File: config.mk
export PLATFORM = sky130hd
export DESIGN_NAME = root_port
export DESIGN_NICKNAME = d
export VERILOG_FILES = /design/src/hdl/pin_sync.v /design/src/hdl/wb_reg_slave.v /design/src/hdl/root_port.v
export VERILOG_INCLUDE_DIRS = /design/src /design/src/include
export SDC_FILE = /design/constraint.sdc
export NUM_CORES = 1
export LEC_CHECK = 0
export BUFFER_PORTS_ARGS = -buffer_cell sky130_fd_sc_hd__buf_2
export CAP_MARGIN = 20
export CELL_PAD_IN_SITES_DETAIL_PLACEMENT = 1
export CELL_PAD_IN_SITES_GLOBAL_PLACEMENT = 1
export CORE_ASPECT_RATIO = 1.25
export CORE_MARGIN = 4
export CORE_UTILIZATION = 43
export CTS_BUF_LIST = sky130_fd_sc_hd__clkbuf_8
export CTS_CLUSTER_DIAMETER = 50
export DETAILED_ROUTE_END_ITERATION = 8
export PLACE_DENSITY_LB_ADDON = 0.08
export SLEW_MARGIN = 20
export SYNTH_ARGS = -nofsm -noshare
export SYNTH_HDL_FRONTEND = slang
export SYNTH_HIERARCHICAL = 1
export SYNTH_SLANG_ARGS = --single-unit
export TNS_END_PERCENT = 5
File: constraint.sdc
create_clock -name clk_i -period 2.12 [get_ports clk_i]
set_clock_uncertainty 0.15 [all_clocks]
set_input_delay 0.212 -clock clk_i [delete_from_list [all_inputs] [get_ports clk_i]]
set_output_delay 0.212 -clock clk_i [all_outputs]
set_load 0.1 [all_outputs]
File: src/include/root_port_map.vh
// register map, field positions and timing for the root port block
// assumes a 200 MHz core clock and a byte-addressed wishbone slave
`ifndef ROOT_PORT_MAP_VH
`define ROOT_PORT_MAP_VH

// byte offsets on the register bus
`define RP_CMD_OFS 8'h00
`define RP_STS_OFS 8'h04
`define RP_PSC0_OFS 8'h10
`define RP_PSC_STRIDE 8'h04

// host command register
`define RP_CMD_GSUSP 3
`define RP_CMD_FGRES 4

// host status register
`define RP_STS_RESDET 2

// port status/control register
`define RP_PSC_PRES 0
`define RP_PSC_CCHG 1
`define RP_PSC_EN 2
`define RP_PSC_ENCHG 3
`define RP_PSC_RESUME 6
`define RP_PSC_ONE 7
`define RP_PSC_PRST 9
`define RP_PSC_SUSP 12
`define RP_PSC_W 16

// timing
`define RP_CLK_PS 5000
`define RP_EOP_NS 1330

`endif

File: src/hdl/pin_sync.v
// two-stage synchroniser for a group of asynchronous pin levels
// assumes nothing but a free-running clock; only stage two is read
`timescale 1ns/1ps
`default_nettype none

module pin_sync #(
  parameter W = 4
) (
  input wire clk_i,
  input wire rst_i,
  input wire [W-1:0] d_i,
  output wire [W-1:0] q_o
);

  reg [W-1:0] meta_ff;
  reg [W-1:0] sync_ff;

  always @(posedge clk_i) begin
    if (rst_i) begin
      meta_ff <= {W{1'b0}};
      sync_ff <= {W{1'b0}};
    end else begin
      meta_ff <= d_i;
      sync_ff <= meta_ff;
    end
  end

  assign q_o = sync_ff;

endmodule // pin_sync

`default_nettype wire

File: src/hdl/wb_reg_slave.v
// classic wishbone slave front end: one wait state, registered ack and data
// assumes the master holds the request until it samples ack
`timescale 1ns/1ps
`default_nettype none

module wb_reg_slave #(
  parameter DW = 32
) (
  input wire clk_i,
  input wire rst_i,
  input wire cyc_i,
  input wire stb_i,
  input wire we_i,
  input wire [DW-1:0] rdata_i,
  output wire wr_o,
  output wire [DW-1:0] dat_o,
  output wire ack_o
);

  reg ack_ff;
  reg [DW-1:0] dat_ff;

  // ack is high one cycle and drops even if the master lingers
  always @(posedge clk_i) begin
    if (rst_i) begin
      ack_ff <= 1'b0;
      dat_ff <= {DW{1'b0}};
    end else begin
      ack_ff <= cyc_i & stb_i & ~ack_ff;
      if (cyc_i & stb_i & ~we_i & ~ack_ff)
        dat_ff <= rdata_i;
    end
  end

  // the write lands on the edge where the master sees ack
  assign wr_o = cyc_i & stb_i & we_i & ack_ff;
  assign ack_o = ack_ff;
  assign dat_o = dat_ff;

endmodule // wb_reg_slave

`default_nettype wire

File: src/hdl/root_port.v
// root hub port logic: connect detect, change flags, selective and global resume
// assumes present and k-state pins are asynchronous levels, one bus master
//
// Operation
// - any presence change sets connect-change flag
// - write one clears connect change flag
// - present bit follows live attach state
// - k-state seen only on enabled port, when selectively or globally suspended
// - global suspend resume sets host resume-detected
// - force global resume drives k everywhere enabled
// - port bit six forces resume when suspended
// - clearing suspend and resume bits ends signalling
// - local suspended k reflected, sets port flag
// - disconnect clears present, enable; sets changes
// - connect sets present and connect change
// - global: enabled k wakes host, adjacent ports
// - global: suspended k sets both resume flags
// - global: disconnect wakes host and adjacent ports
// - global: connect wakes host and adjacent ports
`timescale 1ns/1ps
`default_nettype none
`include "root_port_map.vh"

module root_port #(
  parameter NP = 2,
  parameter EOP_CYC = (`RP_EOP_NS * 1000 + `RP_CLK_PS - 1) / `RP_CLK_PS
) (
  input wire clk_i,
  input wire rst_i,
  input wire cyc_i,
  input wire stb_i,
  input wire we_i,
  input wire [7:0] adr_i,
  input wire [3:0] sel_i,
  input wire [31:0] dat_i,
  output wire [31:0] dat_o,
  output wire ack_o,
  input wire [NP-1:0] present_i,
  input wire [NP-1:0] kstate_i,
  output wire [NP-1:0] kdrive_o,
  output wire [NP-1:0] se0_o
);

  localparam [7:0] CMD_A = `RP_CMD_OFS;
  localparam [7:0] STS_A = `RP_STS_OFS;
  localparam [7:0] PSC_A = `RP_PSC0_OFS;
  localparam [7:0] PSC_S = `RP_PSC_STRIDE;
  // the count is cut to nine bits on purpose; longer eops need a wider counter
  localparam [31:0] EOP_W = EOP_CYC;
  localparam [8:0] EOP_N = EOP_W[8:0];
  localparam [8:0] ZERO9 = 9'h000;

  wire wr;
  wire we_lo;
  wire we_hi;
  wire [NP-1:0] pres_s;
  wire [NP-1:0] k_s;
  wire [NP-1:0] gevt;
  wire [NP-1:0] lsel;
  wire [16*NP-1:0] psc_rd;
  reg [31:0] rdata;

  reg gsusp_ff;
  reg fgres_ff;
  reg resdet_ff;

  pin_sync #(
    .W(2 * NP)
  ) u_sync (
    .clk_i(clk_i),
    .rst_i(rst_i),
    .d_i({kstate_i, present_i}),
    .q_o({k_s, pres_s})
  );

  wb_reg_slave #(
    .DW(32)
  ) u_wb (
    .clk_i(clk_i),
    .rst_i(rst_i),
    .cyc_i(cyc_i),
    .stb_i(stb_i),
    .we_i(we_i),
    .rdata_i(rdata),
    .wr_o(wr),
    .dat_o(dat_o),
    .ack_o(ack_o)
  );

  // ack comes one cycle after the request; the write lands with ack
  assign we_lo = wr & sel_i[0];
  assign we_hi = wr & sel_i[1];

  // host command: global suspend and force global resume
  // no interlock against clearing port bits first; software keeps the order
  always @(posedge clk_i) begin
    if (rst_i) begin
      gsusp_ff <= 1'b0;
      fgres_ff <= 1'b0;
    end else if (we_lo && adr_i[7:2] == CMD_A[7:2]) begin
      gsusp_ff <= dat_i[`RP_CMD_GSUSP];
      fgres_ff <= dat_i[`RP_CMD_FGRES];
    end
  end

  // host resume-detected; a wake event wins over a clear in the same cycle
  always @(posedge clk_i) begin
    if (rst_i) begin
      resdet_ff <= 1'b0;
    end else if (|gevt) begin
      resdet_ff <= 1'b1;
    end else if (we_lo && adr_i[7:2] == STS_A[7:2] && dat_i[`RP_STS_RESDET]) begin
      resdet_ff <= 1'b0;
    end
  end

  genvar i;
  generate
    for (i = 0; i < NP; i = i + 1) begin : g_port
      localparam [31:0] MY_W = PSC_A + PSC_S * i;
      localparam [7:0] MY_A = MY_W[7:0];
      wire hit;
      wire wlo;
      wire whi;
      wire conn;
      wire disc;
      wire kev;
      wire others;
      wire adj;
      reg pres_d_ff;
      reg k_d_ff;
      reg cchg_ff;
      reg en_ff;
      reg enchg_ff;
      reg res_ff;
      reg resend_ff;
      reg susp_ff;
      reg prst_ff;
      reg gres_ff;
      reg kdrv_ff;
      reg se0_ff;
      reg [8:0] eop_ff;
      reg nxt_kdrv;
      reg [8:0] nxt_eop;

      assign hit = adr_i[7:2] == MY_A[7:2];
      assign lsel[i] = hit;
      assign wlo = we_lo & hit;
      assign whi = we_hi & hit;

      // edges of the synchronised levels; only stage two feeds these
      assign conn = pres_s[i] & ~pres_d_ff;
      assign disc = ~pres_s[i] & pres_d_ff;
      assign kev = k_s[i] & ~k_d_ff & en_ff;

      // wake event under global suspend on this port
      assign gevt[i] = gsusp_ff & (kev | conn | disc);

      // wake events raised by any port but this one
      assign others = |(gevt & ~({{(NP-1){1'b0}}, 1'b1} << i));

      // only enabled, not suspended ports carry another port's resume
      assign adj = en_ff & ~susp_ff;

      always @(posedge clk_i) begin
        if (rst_i) begin
          pres_d_ff <= 1'b0;
          k_d_ff <= 1'b0;
        end else begin
          pres_d_ff <= pres_s[i];
          k_d_ff <= k_s[i];
        end
      end

      // connect change: repeated changes leave it set, no history kept
      always @(posedge clk_i) begin
        if (rst_i) begin
          cchg_ff <= 1'b0;
        end else if (conn | disc) begin
          cchg_ff <= 1'b1;
        end else if (wlo && dat_i[`RP_PSC_CCHG]) begin
          cchg_ff <= 1'b0;
        end
      end

      // enable; a disconnect or port reset takes priority over software
      always @(posedge clk_i) begin
        if (rst_i) begin
          en_ff <= 1'b0;
        end else if (disc | prst_ff) begin
          en_ff <= 1'b0;
        end else if (wlo) begin
          en_ff <= dat_i[`RP_PSC_EN];
        end
      end

      always @(posedge clk_i) begin
        if (rst_i) begin
          enchg_ff <= 1'b0;
        end else if (disc) begin
          enchg_ff <= 1'b1;
        end else if (wlo && dat_i[`RP_PSC_ENCHG]) begin
          enchg_ff <= 1'b0;
        end
      end

      always @(posedge clk_i) begin
        if (rst_i) begin
          susp_ff <= 1'b0;
          prst_ff <= 1'b0;
        end else if (whi) begin
          susp_ff <= dat_i[`RP_PSC_SUSP];
          prst_ff <= dat_i[`RP_PSC_PRST];
        end
      end

      // port resume bit: set by software or by k on a suspended port;
      // a written zero only arms the end, the bit falls after the eop
      always @(posedge clk_i) begin
        if (rst_i) begin
          res_ff <= 1'b0;
          resend_ff <= 1'b0;
        end else if (kev && susp_ff) begin
          res_ff <= 1'b1;
          resend_ff <= 1'b0;
        end else if (wlo && dat_i[`RP_PSC_RESUME]) begin
          res_ff <= 1'b1;
          resend_ff <= 1'b0;
        end else if (wlo && res_ff) begin
          resend_ff <= 1'b1;
        end else if (resend_ff && !kdrv_ff && eop_ff == ZERO9) begin
          res_ff <= 1'b0;
          resend_ff <= 1'b0;
        end
      end

      // global resume on this port: reflected own k or adjacent wake
      always @(posedge clk_i) begin
        if (rst_i) begin
          gres_ff <= 1'b0;
        end else if (!gsusp_ff && !fgres_ff) begin
          gres_ff <= 1'b0;
        end else if (!en_ff) begin
          gres_ff <= 1'b0;
        end else if (gsusp_ff && adj && (kev | others)) begin
          gres_ff <= 1'b1;
        end
      end

      // k drive only on enabled ports; ending it starts the se0 eop
      always @* begin
        nxt_kdrv = en_ff & ((susp_ff & res_ff & ~resend_ff) | fgres_ff | gres_ff);
        nxt_eop = eop_ff;
        if (kdrv_ff && !nxt_kdrv)
          nxt_eop = EOP_N;
        else if (eop_ff != ZERO9)
          nxt_eop = eop_ff - 9'h001;
      end

      always @(posedge clk_i) begin
        if (rst_i) begin
          kdrv_ff <= 1'b0;
          se0_ff <= 1'b0;
          eop_ff <= ZERO9;
        end else begin
          kdrv_ff <= nxt_kdrv;
          se0_ff <= nxt_eop != ZERO9;
          eop_ff <= nxt_eop;
        end
      end

      assign kdrive_o[i] = kdrv_ff;
      assign se0_o[i] = se0_ff;

      // present reads the live level, not the latched event
      assign psc_rd[16*i +: 16] = {
        3'h0, susp_ff, 2'h0, prst_ff, 1'b0,
        1'b1, res_ff, 2'h0, enchg_ff, en_ff, cchg_ff, pres_s[i]
      };
    end
  endgenerate

  // read mux; unmapped addresses read zero
  // combinational so the slave registers it once, in the request cycle
  integer j;
  always @* begin
    rdata = 32'h00000000;
    if (adr_i[7:2] == CMD_A[7:2]) begin
      rdata[`RP_CMD_GSUSP] = gsusp_ff;
      rdata[`RP_CMD_FGRES] = fgres_ff;
    end
    if (adr_i[7:2] == STS_A[7:2])
      rdata[`RP_STS_RESDET] = resdet_ff;
    for (j = 0; j < NP; j = j + 1) begin
      if (lsel[j])
        rdata[15:0] = psc_rd[16*j +: 16];
    end
  end

endmodule // root_port

`default_nettype wire

==> results.json <==
{
  "vias_per_cell": 4.98,
  "grt_antenna_before_repair": 0,
  "yosysTopAreaCell": "dfxtp_1",
  "clk_path_buf_depth": 2,
  "initial_utilization_pct": 44.6,
  "cts_sinks": 86,
  "syn_area_mm2": 0.00414,
  "slew_violations": 0,
  "grt_max_degree": 70,
  "num_antenna_cells": 0,
  "synth_cell_types": 60,
  "synth_flop_cell": "dfxtp_1",
  "grt-ovfl-total": 0,
  "vias": 3310,
  "drive_gt1_share_pct": 20.7,
  "postSynthAreaPerCell_um2": 9.32,
  "finalPower_mw": 5.04,
  "drtIter0Drc": 67,
  "yosys-top-cells-area": "dfxtp_1, mux2i_1, nand2b_1, nor2_1, nand2_1",
  "die_y_um": 118,
  "grt_pass1_vias": 3407,
  "min_period_over_period_pct": 95.0,
  "io_buffers": 60,
  "max-vdd-ir-drop_uv": 720,
  "register_area_mm2": 0.00172,
  "fin_crit_ns": 2.01,
  "critical_path_class": "flip-flop to flip-flop",
  "crit_path_end_kind": "flip-flop",
  "critPathLaunchType": "flip-flop",
  "drt-total-wl_mm": 9.37,
  "grt_pass1_wl_mm": 16.2,
  "outcome": "finished clean",
  "ys_seq_elements": 86,
  "slew_headroom_pct": 63.8,
  "post-dp-hpwl_mm": 7.09,
  "cap_viol_max_count": 0,
  "cts_tree": "yes",
  "clk_pin_slew_ns": 0.08,
  "drc_errors": 0,
  "nFillCells": 1132,
  "wire_per_inst_um": 14.1,
  "cp.arrival_ns": 2.08,
  "hold_viol_final": 0,
  "netlist_instances": 444,
  "worst_skew_pair.late_latency_ns": 0.34,
  "yosysWarningCount": 6,
  "multi_input_area_mm2": 0.00228,
  "fp.coreArea_mm2": 0.00927,
  "rows": 39,
  "grt_use_total_pct": 18.0,
  "ant_nets": 0,
  "power_leakage_nw": 2.03,
  "worst-path-max-fanout": 5,
  "drt_first_pass_iters": 4,
  "p_per_area_mw_per_mm2": 1020,
  "worst_pin_slew_ns": 0.537,
  "fmax_ghz": 0.496,
  "dieArea_mm2": 0.0113,
  "gp_congestion": 0.857,
  "clockRootBuffer": "clkbuf_8",
  "cts_made_buffers": 9,
  "setup-tns-final_ns": 0,
  "nets": 596,
  "hold_path_class": "primary input to flip-flop",
  "die_w_um": 95.7,
  "final-setup-viol-count": 0,
  "utilization_pct": 53.3,
  "async_reset_ff_share_pct": 0,
  "cts_htree_levels": 3,
  "crit_required_ns": 2.19,
  "io_pins": 90,
  "synth_edf_count": 0,
  "yosysSeqAreaShare_pct": 41.6,
  "rsz0062_at_grt": "no",
  "syn2layout_area_growth_pct": 19.5,
  "synth_top_cell_area_share_pct": 41.6
}
==> cell usage after synthesis (3+ instances only) <==
library cell,number
nor3_1,9
nand3_1,6
ha_1,6
buf_6,3
clkbuf_1,8
nand2b_1,69
dfxtp_1,86
nor4_4,4
nand2_1,28
a21oi_1,19
o31ai_1,3
nor2b_1,12
nor2_1,43
a22oi_1,3
o21ai_0,10
buf_12,3
buf_4,4
xnor2_1,3
a211oi_1,3
nor4_1,3
and3b_1,3
a31oi_1,4
or3_1,5
buf_2,3
mux2i_1,45
inv_1,14
==> layout by cell type (no fill, tap or decap), types with 3 or more instances in the layout <==
cell type	instances
nor4_1	3
a211oi_1	3
buf_2	60
or3_1	5
dlygate4sd3_1	10
nand2b_1	69
xnor2_1	3
o31ai_1	3
nor4_4	4
inv_1	15
nor2_1	43
clkinv_2	3
nand2_1	27
nand3_1	5
nor2b_1	11
ha_1	5
and3b_1	3
conb_1	23
clkbuf_8	11
nor3_1	9
a22oi_1	3
buf_4	12
o21ai_0	10
dfxtp_1	84
a31oi_1	4
a21oi_1	18
mux2i_1	45
==> final cells by class <==
| cell class | count | share of cell area (%) |
|---|---|---|
| clock buffer | 11 | 3.06 |
| clock inverter | 5 | 0.987 |
| tap | 123 | 3.11 |
| timing repair buffer | 84 | 10.7 |
| multi-input combinational | 341 | 46.1 |
| sequential | 86 | 34.9 |
| inverter | 15 | 1.14 |
==> metal layers <==
| layer | up-vias | wire [um] | GRT usage [%] |
|---|---|---|---|
| met2 | 36 | 5120 | 32.7 |
| met5 | - | 0 | 0 |
| met1 | 1589 | 3880 | 20.6 |
| li1 | 1678 | - | - |
| met3 | 7 | 261 | 3.20 |
| met4 | 0 | 108 | 5.87 |
==> through the flow <==
| step | hold slack [ns] | cell area, um2 | cells | setup slack [ns] |
|---|---|---|---|---|
| after floorplan | 0.134 | 4220 | 466 | 0.179 |
| after global placement | 0.262 | 4610 | 638 | 0.134 |
| after detailed placement | 0.277 | 4610 | 638 | 0.0410 |
| after CTS | 0.00296 | 4910 | 664 | 0.0304 |
| after global routing | 0.0250 | 4940 | 665 | 0.00187 |
| final | 0.0206 | 4940 | 665 | 0.106 |
==> final timing paths <==
check | from | endpoint | slack (ns) | depth (start not counted)
worst max-delay path | g_port[0].eop_ff[0]$_SDFF_PP0_ | g_port[0].se0_ff$_SDFF_PP0_ | 0.11 | 8
worst min-delay path | dat_i[1] | g_port[0].cchg_ff$_SDFFE_PP0P_ | 0.02 | 4
worst max register to register | g_port[0].eop_ff[0]$_SDFF_PP0_ | g_port[0].se0_ff$_SDFF_PP0_ | 0.11 | 8
worst min register to register | u_wb/ack_o$_SDFF_PP0_ | u_wb/ack_o$_SDFF_PP0_ | 0.28 | 1
==> timing repair <==
item | in CTS | in global routing
resized for setup | 0 | 8
endpoints found under the hold margin | 11 | 0
setup endpoints to repair | 0 | 7
hold buffers | 10 | 0
buffers inserted | 0 | 1
==> kinds of logic (layout without fill, tap and decap cells) <==
kind of cell	after synthesis	count (layout)	synth area share (%)
xor+xnor	4	4	0.847
other cells	1	23	0.0907
fa+ha+maj	6	6	1.81
simple gates	202	202	29.0
mux	46	46	11.2
compound gates	60	60	9.47
flops	86	86	41.6
buf+inv	39	115	5.99
==> worst max-delay path: stages, from the launching register on <==
cell and delay [ns]:
dfxtp_2 0.34, inv_1 0.13, ha_4 0.16, nor4b_4 0.31, buf_4 0.17, buf_4 0.11
nand3_1 0.10, a211oi_1 0.26, a41oi_1 0.15
==> report_power, final <==
part / internal (mW) / leakage [nW] / switching [mW]
sequential: 1.78 / 0.701 / 0.198
clock: 0.599 / 0.110 / 0.546
combinational: 0.834 / 1.22 / 1.08
==> flip-flops by register name, indices dropped and copies added, names as in the netlist <==
| register | cells |
|---|---|
| u_wb/ack_o | 1 |
| u_wb/dat_o | 32 |
| gsusp_ff | 1 |
| g_port.gres_ff | 2 |
| g_port.se0_ff | 2 |
| g_port.en_ff | 2 |
| g_port.k_d_ff | 2 |
| g_port.cchg_ff | 2 |
| g_port.eop_ff | 18 |
| g_port.res_ff | 2 |
| resdet_ff | 1 |
| g_port.pres_d_ff | 2 |
| g_port.susp_ff | 2 |
| fgres_ff | 1 |
| g_port.enchg_ff | 2 |
| g_port.prst_ff | 2 |
| g_port.kdrv_ff | 2 |
| u_sync/meta_ff | 4 |
| u_sync/q_o | 4 |
| g_port.resend_ff | 2 |
Power figures use the tool's default switching activity.
